[src/common/ipf_pkg.sv]
/*
 * Package for the interrupt priority field block: register offsets,
 * field positions, reset values and the carrier types.
 * Assumes a 32-bit Avalon-MM slave with word-aligned byte addresses.
 */
`default_nettype none

package ipf_pkg;

    // ------------------------------------------------------------------
    // bus geometry and register map
    // ------------------------------------------------------------------
    localparam int IPF_ADDR_W = 4;
    localparam int IPF_DATA_W = 32;
    localparam int IPF_REG_W = 16;
    localparam int IPF_PRIO_W = 3;
    localparam int IPF_NSRC = 6;

    localparam logic [IPF_ADDR_W-1:0] IPF_OFS_SPI3_UART4 = 4'h0;
    localparam logic [IPF_ADDR_W-1:0] IPF_OFS_CAPCMP9 = 4'h4;

    // ------------------------------------------------------------------
    // field positions (low bit of each 3-bit field)
    // ------------------------------------------------------------------
    localparam int IPF_LSB_SPI3_EVENT = 12;
    localparam int IPF_LSB_SPI3_FAULT = 8;
    localparam int IPF_LSB_UART4_TX = 4;
    localparam int IPF_LSB_UART4_RX = 0;
    localparam int IPF_LSB_CAPTURE9 = 4;
    localparam int IPF_LSB_COMPARE9 = 0;

    // implemented bits of each register; all others read zero
    localparam logic [IPF_REG_W-1:0] IPF_MASK_SPI3_UART4 = 16'h7777;
    localparam logic [IPF_REG_W-1:0] IPF_MASK_CAPCMP9 = 16'h0077;

    // ------------------------------------------------------------------
    // field codes
    // ------------------------------------------------------------------
    localparam logic [IPF_PRIO_W-1:0] IPF_PRIO_RESET = 3'h4;
    localparam logic [IPF_PRIO_W-1:0] IPF_PRIO_OFF = 3'h0;
    localparam logic [IPF_PRIO_W-1:0] IPF_PRIO_LOW = 3'h1;
    localparam logic [IPF_PRIO_W-1:0] IPF_PRIO_HIGH = 3'h7;

    localparam int IPF_WAIT_CYCLES = 1;

    typedef struct packed {
        logic [IPF_PRIO_W-1:0] level;
        logic enabled;
        logic is_highest;
        logic is_lowest;
    } ipf_prio_t;

    typedef struct packed {
        ipf_prio_t spi3_event_priority;
        ipf_prio_t spi3_fault_priority;
        ipf_prio_t uart4_tx_priority;
        ipf_prio_t uart4_rx_priority;
        ipf_prio_t capture9_priority;
        ipf_prio_t compare9_priority;
    } ipf_prio_set_t;

endpackage

`default_nettype wire

[src/ipf_field_decode.sv]
/*
 * Decodes one 3-bit priority field into level and qualifier flags.
 * Assumes the field comes straight from a register flip-flop.
 */
`default_nettype none

module ipf_field_decode
    import ipf_pkg::*;
(
    input wire logic [IPF_PRIO_W-1:0] field,
    output ipf_prio_t prio
);

    always_comb begin
        prio.level = field;
        prio.enabled = (field != IPF_PRIO_OFF);
        prio.is_highest = (field == IPF_PRIO_HIGH);
        prio.is_lowest = (field == IPF_PRIO_LOW);
    end

endmodule // ipf_field_decode

`default_nettype wire

[src/ipf_regs.sv]
/*
 * Two 16-bit interrupt priority registers behind an Avalon-MM slave,
 * with decoded priority outputs for six sources.
 * Assumes a master that holds its request until waitrequest is low.
 */
`default_nettype none

module ipf_regs
    import ipf_pkg::*;
(
    input wire logic sys_clk,
    input wire logic rst,
    input wire logic [IPF_ADDR_W-1:0] avs_address,
    input wire logic avs_read,
    input wire logic avs_write,
    input wire logic [IPF_DATA_W-1:0] avs_writedata,
    input wire logic [3:0] avs_byteenable,
    output logic [IPF_DATA_W-1:0] avs_readdata,
    output logic avs_waitrequest,
    output logic [1:0] avs_response,
    output ipf_prio_set_t prio_out,
    output logic [IPF_NSRC-1:0] src_enabled
);

    // ------------------------------------------------------------------
    // registers
    // ------------------------------------------------------------------
    logic [IPF_REG_W-1:0] reg_a_ff;
    logic [IPF_REG_W-1:0] reg_b_ff;
    logic [IPF_REG_W-1:0] nxt_reg_a;
    logic [IPF_REG_W-1:0] nxt_reg_b;
    logic ack_ff;
    logic [IPF_DATA_W-1:0] rdata_ff;
    logic [1:0] resp_ff;
    logic [IPF_REG_W-1:0] wmask;
    logic hit_a;
    logic hit_b;
    logic req;
    logic acc;

    // widen before shifting so the upper fields are not lost
    localparam logic [IPF_REG_W-1:0] RESET_A =
        (IPF_REG_W'(IPF_PRIO_RESET) << IPF_LSB_SPI3_EVENT)
        | (IPF_REG_W'(IPF_PRIO_RESET) << IPF_LSB_SPI3_FAULT)
        | (IPF_REG_W'(IPF_PRIO_RESET) << IPF_LSB_UART4_TX)
        | (IPF_REG_W'(IPF_PRIO_RESET) << IPF_LSB_UART4_RX);
    localparam logic [IPF_REG_W-1:0] RESET_B =
        (IPF_REG_W'(IPF_PRIO_RESET) << IPF_LSB_CAPTURE9)
        | (IPF_REG_W'(IPF_PRIO_RESET) << IPF_LSB_COMPARE9);

    assign req = (avs_read || avs_write) && !ack_ff;
    assign acc = (avs_read || avs_write) && ack_ff;
    assign hit_a = (avs_address == IPF_OFS_SPI3_UART4);
    assign hit_b = (avs_address == IPF_OFS_CAPCMP9);
    assign wmask = {{8{avs_byteenable[1]}}, {8{avs_byteenable[0]}}};

    // ------------------------------------------------------------------
    // write path
    // ------------------------------------------------------------------
    // the write waits for the accepting cycle, so it lands on the very
    // edge at which the master sees waitrequest low and no earlier
    always_comb begin
        nxt_reg_a = reg_a_ff;
        nxt_reg_b = reg_b_ff;
        if (acc && avs_write && hit_a) begin
            nxt_reg_a = ((reg_a_ff & ~wmask)
                | (avs_writedata[IPF_REG_W-1:0] & wmask))
                & IPF_MASK_SPI3_UART4;
        end
        if (acc && avs_write && hit_b) begin
            nxt_reg_b = ((reg_b_ff & ~wmask)
                | (avs_writedata[IPF_REG_W-1:0] & wmask))
                & IPF_MASK_CAPCMP9;
        end
    end

    always_ff @(posedge sys_clk or posedge rst) begin
        if (rst) begin
            reg_a_ff <= RESET_A;
            reg_b_ff <= RESET_B;
        end else begin
            reg_a_ff <= nxt_reg_a;
            reg_b_ff <= nxt_reg_b;
        end
    end

    // ------------------------------------------------------------------
    // bus handshake and read path
    // ------------------------------------------------------------------
    always_ff @(posedge sys_clk or posedge rst) begin
        if (rst) begin
            ack_ff <= 1'b0;
            rdata_ff <= 32'h0000_0000;
            resp_ff <= 2'h0;
        end else begin
            ack_ff <= req;
            if (req) begin
                resp_ff <= (hit_a || hit_b) ? 2'h0 : 2'h3;
                rdata_ff <= 32'h0000_0000;
                if (avs_read && hit_a) begin
                    rdata_ff <= {16'h0000,
                        reg_a_ff & IPF_MASK_SPI3_UART4};
                end
                if (avs_read && hit_b) begin
                    rdata_ff <= {16'h0000,
                        reg_b_ff & IPF_MASK_CAPCMP9};
                end
            end
        end
    end

    assign avs_waitrequest = (avs_read || avs_write) && !ack_ff;
    assign avs_readdata = rdata_ff;
    assign avs_response = resp_ff;

    // ------------------------------------------------------------------
    // field decode
    // ------------------------------------------------------------------
    ipf_field_decode u_spi3_event (
        .field(reg_a_ff[IPF_LSB_SPI3_EVENT +: IPF_PRIO_W]),
        .prio(prio_out.spi3_event_priority)
    );
    ipf_field_decode u_spi3_fault (
        .field(reg_a_ff[IPF_LSB_SPI3_FAULT +: IPF_PRIO_W]),
        .prio(prio_out.spi3_fault_priority)
    );
    ipf_field_decode u_uart4_tx (
        .field(reg_a_ff[IPF_LSB_UART4_TX +: IPF_PRIO_W]),
        .prio(prio_out.uart4_tx_priority)
    );
    ipf_field_decode u_uart4_rx (
        .field(reg_a_ff[IPF_LSB_UART4_RX +: IPF_PRIO_W]),
        .prio(prio_out.uart4_rx_priority)
    );
    ipf_field_decode u_capture9 (
        .field(reg_b_ff[IPF_LSB_CAPTURE9 +: IPF_PRIO_W]),
        .prio(prio_out.capture9_priority)
    );
    ipf_field_decode u_compare9 (
        .field(reg_b_ff[IPF_LSB_COMPARE9 +: IPF_PRIO_W]),
        .prio(prio_out.compare9_priority)
    );

    // a disabled source must never reach the arbiter
    assign src_enabled = {prio_out.spi3_event_priority.enabled,
        prio_out.spi3_fault_priority.enabled,
        prio_out.uart4_tx_priority.enabled,
        prio_out.uart4_rx_priority.enabled,
        prio_out.capture9_priority.enabled,
        prio_out.compare9_priority.enabled};

endmodule // ipf_regs

`default_nettype wire

[config.mk]
export PLATFORM = sky130hd
export DESIGN_NAME = ipf_regs
export DESIGN_NICKNAME = d
export VERILOG_FILES = /design/src/common/ipf_pkg.sv /design/src/ipf_field_decode.sv /design/src/ipf_regs.sv
export SDC_FILE = /design/constraint.sdc
export NUM_CORES = 1
export LEC_CHECK = 0
export ABC_AREA = 1
export BUFFER_PORTS_ARGS = -buffer_cell sky130_fd_sc_hd__clkbuf_2
export CORE_MARGIN = 2
export CORE_UTILIZATION = 43
export DETAILED_ROUTE_END_ITERATION = 8
export GPL_TIMING_DRIVEN = 0
export PLACE_DENSITY = 0.86
export RECOVER_POWER = 50
export SYNTH_ARGS = -nofsm -noshare
export SYNTH_HDL_FRONTEND = slang
export SYNTH_HIERARCHICAL = 1
export SYNTH_SLANG_ARGS = --single-unit
[constraint.sdc]
create_clock -name sys_clk -period 1.25 [get_ports sys_clk]
set_clock_uncertainty 0.05 [all_clocks]
set_input_delay 0.25 -clock sys_clk [delete_from_list [all_inputs] [get_ports sys_clk]]
set_output_delay 0.25 -clock sys_clk [all_outputs]
set_load 0.01 [all_outputs]
== Word-level counts from Yosys, hierarchy flattened ==
Index checks and enable logic that the tools add are counted.

* Output and inout port bits: 77
* Word-level logic and storage cells: 44
* Bits of input ports: 44
* Register bits: 53

* Reduce and logical (&&, ||, !) cells: 17
* Bitwise operators: 6
* Mux-type cells: 3
* Equality and inequality tests: 13

{| class="wikitable"
|+ Operator list
! cell !! number
|-
| 32-bit two-way mux || 1
|-
| 15-bit bitwise AND || 2
|-
| 3-bit by 1-bit equality test with 1-bit output (second input constant) || 6
|-
| 3-bit equality test (second input constant) || 6
|-
| 3-bit nonzero test || 6
|-
| 15-bit two-way mux || 1
|-
| 15-bit inverter || 1
|-
| 15-bit bitwise OR || 1
|-
| 7-bit bitwise AND || 1
|-
| 1-bit logical AND || 7
|-
| 7-bit bitwise OR || 1
|-
| 4-bit by 3-bit equality test with 1-bit output (second input constant) || 1
|-
| 4-bit zero test || 1
|-
| 1-bit logical OR || 2
|-
| 2-bit two-way mux || 1
|-
| 1-bit zero test || 1
|}

== Longest topological paths before layout ==
Gate-level depths: netlist of run 1.

* Depth after elaboration: 4
* Depth in mapped cells: 6
* Mapped depth without buffers: 6

== Hierarchy ==
Netlist of run 1, hierarchy kept.

{| class="wikitable"
|+ By module, submodules not included
! module !! cells each !! instances !! area an instance (sq um) !! sequential area each (sq um)
|-
| ipf_regs || 196 || 1 || 1,671.6 || 808.3
|-
| ipf_field_decode || 10 || 6 || 48.8 || 0.0
|}

== Least setup slack after synthesis of run 1 ==
Ideal clock, no wire load.

* Path kind: register to output
* Start point: register with a tool-made name
* End point: output port src_enabled[5]
* Data arrival time: 0.818 ns
* Path slack: 0.132 ns
* Required time: 0.950 ns
* Path buffers: 1
* Cell stages (with the launch flop): 4
* Path through: dfstp_2 > inv_2 > nand2_1 > buf_4

{| class="wikitable"
|+ RTL lines
! element !! line !! RTL
|-
| end: declaration || ipf_regs.sv:22 || <nowiki>output logic [IPF_NSRC-1:0] src_enabled</nowiki>
|}

==> impl_results.md, run 1 <==
- Status: finished, violations left
- Failing checks: hold timing, setup timing
- Met2 wire length: between 3 and 4 mm
- Yosys warns: 6
- Yosys cell types: 19
- Cell mode on critical path: buf_6
- Area post-placement: approximately 2500 µm²
- Clk_lat worst skew: ~0.30 ns
- Slowest Stage Delay on Critical Path: ~0.45 ns
- Area share of the largest cell type after synthesis: 33.1%
- Layout cell share with drive strength beyond 1: between 50% and 60%
- IR drop worst, VDD: a little under 0.8 mV
- Seq pwr share: 30.9%
- GRT Total Usage: 25.6%
- Metal1 wirelength: around 3 mm
- Synth top area cells: dfrtp_1 (33%), nand2_1 (18%), buf_4 (18%)
- Synth area leader: dfrtp_1
- Post-synth EDFFs: 0
- Mux cell area share after synthesis: 0%
- CORE AREA: 4380 µm²
- Total number of vias: about 2,400
- First-pass GRT wire length: ~10 mm
- Worst relative slew slack: ~53%
- Comb pwr share: 47.7%
- Mean Syn Cell Area: between 7 and 8 µm²
- CP endpoint kind: output port
- Async SR Flop Fraction: 100%
- H-tree depth reported by CTS: 2
- Buffers on Ports: between 70 and 80
- Die H: 71.6 µm
- Worst-path clk slew: ~0.070 ns
- Number of synthesized register bits: 32
- Sink Count: 32
- Clk root buf: clkbuf_8
- Switching power total: roughly 1.5 mW
- CTS tree: done
- Adder-cell share of the synthesized area: 0%
- Fin util: between 70 and 80%
- Fillers: 248
- Final Hold Slack: -0.00328 ns
- Max-Cap Viols: 0
- Worst-margin pin slew: just over 0.7 ns
- Uppermost layer routed: met4
- Switching Fraction: between 30% and 40%
- Post-route antenna net violation count: 0
- Final wirelength: approximately 8.0 mm
- Initial DRC count: roughly 260
- Standard-cell rows: 24
- Worst-path maximum fanout: 3
- Setup-failing EPs final: 53
- WP data arrival: between 1 and 1.5 ns
- Vias in the first global route: between 2,000 and 2,500
- Vias per Instance: approximately 5.4
- Post-route minimum period: between 1.5 and 2 ns
- Most frequent cell after synthesis: nand2_1
- Met3 wire length: roughly 900 µm
- Post-Synth Simple-Gate Area: between 30% and 40%
- Post-Synth XOR/XNOR Area: 0%
- DPL Wire Length: roughly 3.5 mm
- Final net count: about 440
- Area Overhead vs Synth: 73.1%
- GRT overflow: 0
- Diodes inserted: 0
- Largest family of logic cells by synthesized area: simple AND/OR/NAND/NOR gates
- Netlist Area Pre-Place: between 1500 and 2000 µm²
- Internal: 2.76 mW
- Pin count of the biggest net entering global routing: 33
- Initial core utilization: 44.8%
- Synth cell count leaders: nand2_1 (93), buf_4 (46), dfrtp_1 (26)
- Synthesized netlist cell count: 256
- Synth Area in Compound Gates: just under 5%
- Clock power share: about a fifth
- PnR worst setup slack: -0.296 ns
- Die Wd: 71.6 µm
- Final hold vios: 1
- Leakage: about 1.9 nW
- GPL Wtd Cong: about 0.8
- Avg WL per Cell: approximately 18 µm
- RSZ-0062 raised after global routing: true
- Critical path launch point type: flip-flop
- Die ar.: 5130 µm²
- Drt first pass iters: 5
- Sequential area share after synthesis: 41.1%
- Hold WC Path Type: in -> async
- # IOs: between 100 and 150
- Period utilisation layout: 124%
- Detailed-route DRC error count: 0
- Largest delay share family, worst path: flip-flops
- Crit path cell chain: nor2_2, nand2_2, buf_6, buf_6
- Slowest cell on the critical path: dfrtp_1
- Dominant synthesized flop cell: dfrtp_1
- CP bufs+invs: 2
- Worst Setup Path Type: reg -> out
- Max clock buf depth: 2
- Slew Limit Fails: 0
- Fin area: roughly 3400 µm²
- Initial antenna violation count: 0
- CP Data Required Time: roughly 0.95 ns
- CTS Buf Count: 5
- Maximum clock frequency: 647 MHz
- Power per cell area: 1240 nW/µm²
==> path summary, 6_finish.rpt <==
check / from / endpoint / slack (ns) / cells after the start
worst min register to register: avs_readdata[0] / avs_readdata[0] / 0.43 / 2
worst max-delay path: flip-flop / src_enabled[4] / -0.30 / 4
max in group asynchronous: rst / asynchronous set/reset pin / 0.73 / 2
worst max register to register: ack_ff / flip-flop / -0.07 / 7
min in group sys_clk: avs_writedata[14] / flip-flop / 0.08 / 3
worst min-delay path: rst / asynchronous set/reset pin / -0.003 / 2
==> cell families (layout without fill, tap and decap cells) <==
family | count (synthesis) | after routing
flops | 32 | 32
simple gates | 142 | 142
other cells | 1 | 20
buf+inv | 62 | 181
compound gates | 19 | 19
==> layout make-up <==
type                            count  area [µm²]  share of cell area (%)
Sequential cell                    32         818                    24.1
Tap cell                           52        65.1                    1.91
Inverter                           11        55.1                    1.62
Timing Repair Buffer              118         978                    28.8
Clock buffer                        8         100                    2.94
Buffer                             44         403                    11.9
Multi-Input combinational cell    181         980                    28.8
==> placed cells by master, fill, tap and decap left out, types with 2 or more instances in the layout <==
master     n
nand2_1   75
buf_6     61
buf_4     46
clkbuf_2  36
conb_1    20
dfrtp_1   18
nor2_4    13
nand2_2   13
nand4_1   12
nor2_1    11
buf_2     11
dfrtp_2    8
o21ai_1    7
clkbuf_8   7
nand2_4    6
buf_8      6
o21ai_0    6
o21ai_2    6
nand3_1    6
dfstp_2    6
inv_2      5
nor2_2     3
nand2_8    2
inv_1      2
clkbuf_1   2
inv_4      2
==> what timing repair did <==
action | CTS | global route
setup buffers | 25 | 20
hold buffers | 0 | 0
resized for setup | 67 | 102
setup endpoints to repair | 43 | 77
pin swaps | 10 | 26
==> power groups by stage <==
| stage | Sequential, mW | Clock, mW | Combinational (mW) |
|---|---|---|---|
| final | 1.30 | 0.902 | 2.01 |
| after global routing | 1.31 | 0.962 | 2.09 |
| after CTS | 1.25 | 0.878 | 1.52 |
| after detailed placement | 1.31 | 0 | 1.01 |
| after global placement | 1.30 | 0 | 0.991 |
| after floorplan | 1.27 | 0 | 0.671 |
==> routing by layer <==
layer | vias to the layer above | global-route usage (%)
li1 | 1014 | -
met1 | 1132 | 32.4
met2 | 209 | 40.4
met3 | 39 | 6.47
met4 | 0 | 13.4
met5 | - | 0
==> worst reg2reg max path: stages (launching register included) <==
cell	delay (ns)
dfrtp_1	0.40
buf_6	0.13
nand2_4	0.06
inv_6	0.09
nand2_8	0.08
buf_8	0.15
o21ai_2	0.13
nand2_1	0.10
==> per-stage QoR <==
step                setup TNS (ns)  setup WS (ns)  power, mW  instances  hold slack, ns
detailed placement           -3.53         -0.134       2.31        405           0.389
finish                       -8.47         -0.296       4.22        446        -0.00328
global placement             -1.86        -0.0706       2.29        405           0.384
global route                -10.26         -0.325       4.36        446          0.0596
CTS                          -5.90         -0.218       3.65        434          0.0853
floorplan                        0          0.132       1.94        275           0.294
No activity file was read; power rests on OpenSTA's default activity.
==> run 2, diff against run 1 <==
--- a/config.mk
+++ b/config.mk
@@ -7,11 +7,11 @@
 export LEC_CHECK = 0
 export ABC_AREA = 1
 export BUFFER_PORTS_ARGS = -buffer_cell sky130_fd_sc_hd__clkbuf_2
-export CORE_MARGIN = 2
-export CORE_UTILIZATION = 43
+export CORE_MARGIN = 1
+export CORE_UTILIZATION = 30
 export DETAILED_ROUTE_END_ITERATION = 8
 export GPL_TIMING_DRIVEN = 0
-export PLACE_DENSITY = 0.86
+export PLACE_DENSITY = 0.65
 export RECOVER_POWER = 50
 export SYNTH_ARGS = -nofsm -noshare
 export SYNTH_HDL_FRONTEND = slang
==> constraint.sdc (replaced) <==
create_clock -name sys_clk -period 1.8 [get_ports sys_clk]
set_clock_uncertainty 0.05 [all_clocks]
set_input_delay 0.36 -clock sys_clk [delete_from_list [all_inputs] [get_ports sys_clk]]
set_output_delay 0.36 -clock sys_clk [all_outputs]
set_load 0.01 [all_outputs]
==> impl_results.md, run 2 (synthesis results as in run 1) <==
- Standard-cell rows: 29
- Clk_lat worst skew: a little under 0.3 ns
- Leakage: 1.52 nW
- CTS Buf Count: 5
- Clock power share: approximately 28%
- Internal: about 1.5 mW
- WP data arrival: ~1.3 ns
- Period utilisation layout: a little over nine tenths
- CP endpoint kind: output port
- Final hold vios: 0
- Initial core utilization: 30.9%
- Max-Cap Viols: 0
- Avg WL per Cell: 10.6 µm
- Post-route minimum period: around 1.7 ns
- H-tree depth reported by CTS: 2
- Diodes inserted: 0
- DPL Wire Length: 3.64 mm
- Drt first pass iters: 6
- Power per cell area: 849 nW/µm²
- Layout cell share with drive strength beyond 1: just under 40%
- # IOs: between 100 and 150
- Worst relative slew slack: about two fifths
- Initial DRC count: 68
- Final wirelength: 4.66 mm
- Hold WC Path Type: in -> async
- Setup-failing EPs final: 0
- Post-route antenna net violation count: 0
- GRT Total Usage: between 10% and 20%
- Final Hold Slack: roughly 0.057 ns
- Post-CTS Hold Fix Bufs: 0
- PnR worst setup slack: around 0.11 ns
- Slowest Stage Delay on Critical Path: 0.40 ns
- Pin count of the biggest net entering global routing: 33
- Commonest cells after routing, fill and taps aside: nand2_1 (94), clkbuf_2 (65), buf_4 (46), dfrtp_1 (26), nor2_1 (21)
- Slew Limit Fails: 0
- Status: finished, final reports clean
- PnR Total Power: ~2.2 mW
- Crit path cell chain: nor2_2, clkbuf_4, clkbuf_2
- Die H: 82.9 µm
- Switching Fraction: between 30 and 40%
- Worst-margin pin slew: 0.918 ns
- GPL Wtd Cong: approximately 0.75
- Die ar.: slightly below 7000 µm²
- CORE AREA: 6350 µm²
- Post-CTS setup buffers: 0
- Worst-path maximum fanout: 11
- Sink Count: 32
- Slowest cell on the critical path: dfrtp_1
- IR drop worst, VDD: ~0.33 mV
- Vias in the first global route: approximately 1,700
- Seq pwr share: roughly two fifths
- Clk root buf: clkbuf_8
- Placed insts: 430
- Die Wd: roughly 83 µm
- GRT overflow: 0
- Maximum clock frequency: 592 MHz
- Initial antenna violation count: 0
- Sum Neg Setup Slack: 0 ns
- Fillers: 668
- RSZ-0062 raised after global routing: false
- Detailed-route DRC error count: 0
- DP Worst Slack: ~0.25 ns
- First-pass GRT wire length: just under 8 mm
- FF-to-FF Start: ack_ff
- Comb pwr share: a little under a third
- Switching power total: slightly above 0.7 mW
- Total number of vias: ~1,800
- Reg2Reg Depth: 6
- Buffers on Ports: between 70 and 80
- CP Data Required Time: about 1.4 ns
- Commonest non-fill, non-tap cell in the layout: nand2_1
- R2R Setup Slk: around 0.42 ns
- Max clock buf depth: 2
- Final net count: approximately 410
- Worst Setup Path Type: reg -> out
- Worst-path clk slew: approximately 0.070 ns
- Critical path launch point type: flip-flop
- Area Overhead vs Synth: 32.0%
- Post-route insts no fill: around 440
- CTS tree: done
- Vias per Instance: 4.13
==> run 2: cell types whose count changed in the layout (fill, tap and decap cells not counted), sizes merged <==
cell / change
buf: -77
clkinvlp: -1
inv: +1
clkbuf: +45
==> run 2: worst max path at each step <==
stage	start	slack [ns]	cells after the start	end
floorplan	flip-flop	0.57	3	src_enabled[5]
global placement	avs_read	0.26	5	avs_waitrequest
detailed placement	avs_read	0.25	5	avs_waitrequest
CTS	ack_ff	0.06	3	avs_waitrequest
global route	ack_ff	0.03	3	avs_waitrequest
finish	ack_ff	0.11	3	avs_waitrequest
==> run 2: cell type report <==
class                   instances  area, µm²  share of cell area, %
clock buffers                   8        100                   3.86
multi-input cells             181        792                   30.6
inverters                      11       41.3                   1.59
well taps                      77       96.3                   3.72
plain buffers                  51        377                   14.5
repair buffers                 79        378                   14.6
flip-flops and latches         32        808                   31.2
==> run 2: critical path: cells and delay by family (launching register included) <==
family,cells,cell delay [ns]
AND/OR/NAND/NOR,1,0.20
flip-flops,1,0.40
buffers and inverters,2,0.39
==> run 2: routing by layer <==
layer	vias to the layer above	routed length [µm]	track usage (%)
li1	953	-	-
met1	803	2150	18.6
met2	46	2160	22.6
met4	0	88	5.64
met5	-	0	0
met3	9	261	3.98
==> run 2: metrics by stage <==
stage / utilization (%) / cell area [µm²]
floorplan: - / 2040
global placement: 39.7 / 2520
detailed placement: 39.7 / 2520
global route: 40.8 / 2590
CTS: 41.3 / 2620
finish: 40.8 / 2590
==> run 2: what timing repair did <==
item,CTS,global route
resized for setup,0,1
hold endpoints to repair,0,0
setup endpoints to repair,0,1
==> run 2: power groups by stage <==
| stage | logic [mW] | clock network, mW | registers, mW |
|---|---|---|---|
| 2_1_floorplan | 0.466 | 0 | 0.879 |
| 3_3_place_gp | 0.690 | 0 | 0.910 |
| 3_5_place_dp | 0.700 | 0 | 0.912 |
| 4_1_cts | 0.702 | 0.627 | 0.899 |
| 5_1_grt | 0.762 | 0.665 | 0.912 |
| 6_report | 0.691 | 0.611 | 0.899 |
==> run 3, diff against run 2 <==
--- a/config.mk
+++ b/config.mk
@@ -7,7 +7,7 @@
 export LEC_CHECK = 0
 export ABC_AREA = 1
 export BUFFER_PORTS_ARGS = -buffer_cell sky130_fd_sc_hd__clkbuf_2
-export CORE_MARGIN = 1
+export CORE_MARGIN = 4
 export CORE_UTILIZATION = 30
 export DETAILED_ROUTE_END_ITERATION = 8
 export GPL_TIMING_DRIVEN = 0
==> impl_results.md, run 3 (synthesis results as in run 1) <==
- Final net count: 405
- CP Data Required Time: approximately 1.4 ns
- Worst-path maximum fanout: 11
- Slew Limit Fails: 0
- RSZ-0062 raised after global routing: false
- Fin util: just over 40%
- Leakage: between 1.5 and 2 nW
- PnR Total Power: about 2.3 mW
- CORE AREA: 6350 µm²
- H-tree depth reported by CTS: 2
- Initial core utilization: ~31%
- Total number of vias: approximately 1,800
- Detailed-route DRC error count: 0
- CTS Buf Count: 5
- WP data arrival: between 1 and 1.5 ns
- GRT overflow: 0
- Initial DRC count: 47
- Buffers on Ports: 78
- CP endpoint kind: output port
- Critical path launch point type: flip-flop
- CTS resizes: 0
- Commonest cells after routing, fill and taps aside: nand2_1 (94), clkbuf_2 (65), buf_4 (46), dfrtp_1 (26), nor2_1 (21)
- Max-Cap Viols: 0
- CTS tree: done
- Pin count of the biggest net entering global routing: 33
- Vias in the first global route: about 1,600
- Standard-cell rows: 29
- Clk root buf: clkbuf_8
- Vias per Instance: between 4 and 5
- Sum Neg Setup Slack: 0 ns
- Post-CTS setup buffers: 0
- Worst-margin pin slew: approximately 1.1 ns
- Die H: ~89 µm
- DPL Wire Length: a little over 4 mm
- IR drop worst, VDD: around 0.42 mV
- Initial antenna violation count: 0
- Layout cell share with drive strength beyond 1: 39.5%
- Final wirelength: 4.99 mm
- Status: finished, violations left
- GPL Wtd Cong: 0.725
- Commonest non-fill, non-tap cell in the layout: nand2_1
- Avg WL per Cell: 11.4 µm
- Worst Setup Path Type: reg -> out
- Worst relative slew slack: between 20% and 30%
- First-pass GRT wire length: 7.79 mm
- Die Wd: between 80 and 90 µm
- Final hold vios: 6
- Clk_lat worst skew: about 0.28 ns
- Power per cell area: roughly 870 nW/µm²
- Post-CTS Hold Fix Bufs: 0
- Post-route minimum period: approximately 1.7 ns
- Worst-path clk slew: 0.07 ns
- Diodes inserted: 0
- Placed insts: 430
- Die ar.: about 7900 µm²
- Failing checks: hold timing
- Area Overhead vs Synth: 33.1%
- Max clock buf depth: 2
- Period utilisation layout: 93.4%
- # IOs: approximately 120
- Hold WC Path Type: in -> async
- Drt first pass iters: 4
- Post-route insts no fill: between 400 and 500
- Final Hold Slack: -0.0421 ns
- GRT Total Usage: 12.7%
- Maximum clock frequency: approximately 600 MHz
- Setup-failing EPs final: 0
- Post-route antenna net violation count: 0
- Sink Count: 32
run 3: worst paths after layout:
kind / from / to / slack, ns / depth (start not counted)
setup / recovery: ack_ff / avs_waitrequest / 0.12 / 3
hold / removal: rst / asynchronous set/reset pin / -0.04 / 2
setup reg to reg: ack_ff / flip-flop / 0.44 / 6
hold reg to reg: avs_readdata[4] / avs_readdata[4] / 0.43 / 2
max in group asynchronous: rst / avs_readdata[6] / 0.33 / 3
min in group sys_clk: avs_writedata[10] / flip-flop / 0.20 / 3
run 3: where the power goes:
part / total (mW) / switching [mW] / internal, mW
Sequential: 0.896 / 0.0971 / 0.799
Combinational: 0.703 / 0.365 / 0.337
Clock: 0.680 / 0.271 / 0.409
Total: 2.28 / 0.734 / 1.55
run 3: layer usage:
| metal | global-route usage, % | part of all wire (%) | vias to the layer above |
|---|---|---|---|
| met5 | 0 | 0 | - |
| met4 | 3.71 | 1.3 | 0 |
| met3 | 3.50 | 7.2 | 7 |
| met2 | 19.6 | 48 | 48 |
| met1 | 17.3 | 44 | 775 |
| li1 | - | - | 956 |
run 3: cell type report:
cell class | instances | area (µm²)
Buffer | 51 | 378
Fill cell | 689 | 3740
Timing Repair Buffer | 79 | 387
Clock buffer | 5 | 68.8
Multi-Input combinational cell | 181 | 792
Inverter | 11 | 41.3
Clock inverter | 3 | 42.5
Sequential cell | 32 | 808
Tap cell | 77 | 96.3
run 3: stage by stage:
step	cell area (µm²)	setup slack, ns
after detailed placement	2520	0.231
after floorplan	2040	0.572
after global routing	2610	0.0181
final	2610	0.119
after CTS	2630	0.0795
after global placement	2520	0.251
run 3: critical path, stage by stage, from the launching register on:
cell      delay, ns
dfrtp_1        0.39
nor2_2         0.19
clkbuf_4       0.24
clkbuf_2       0.16
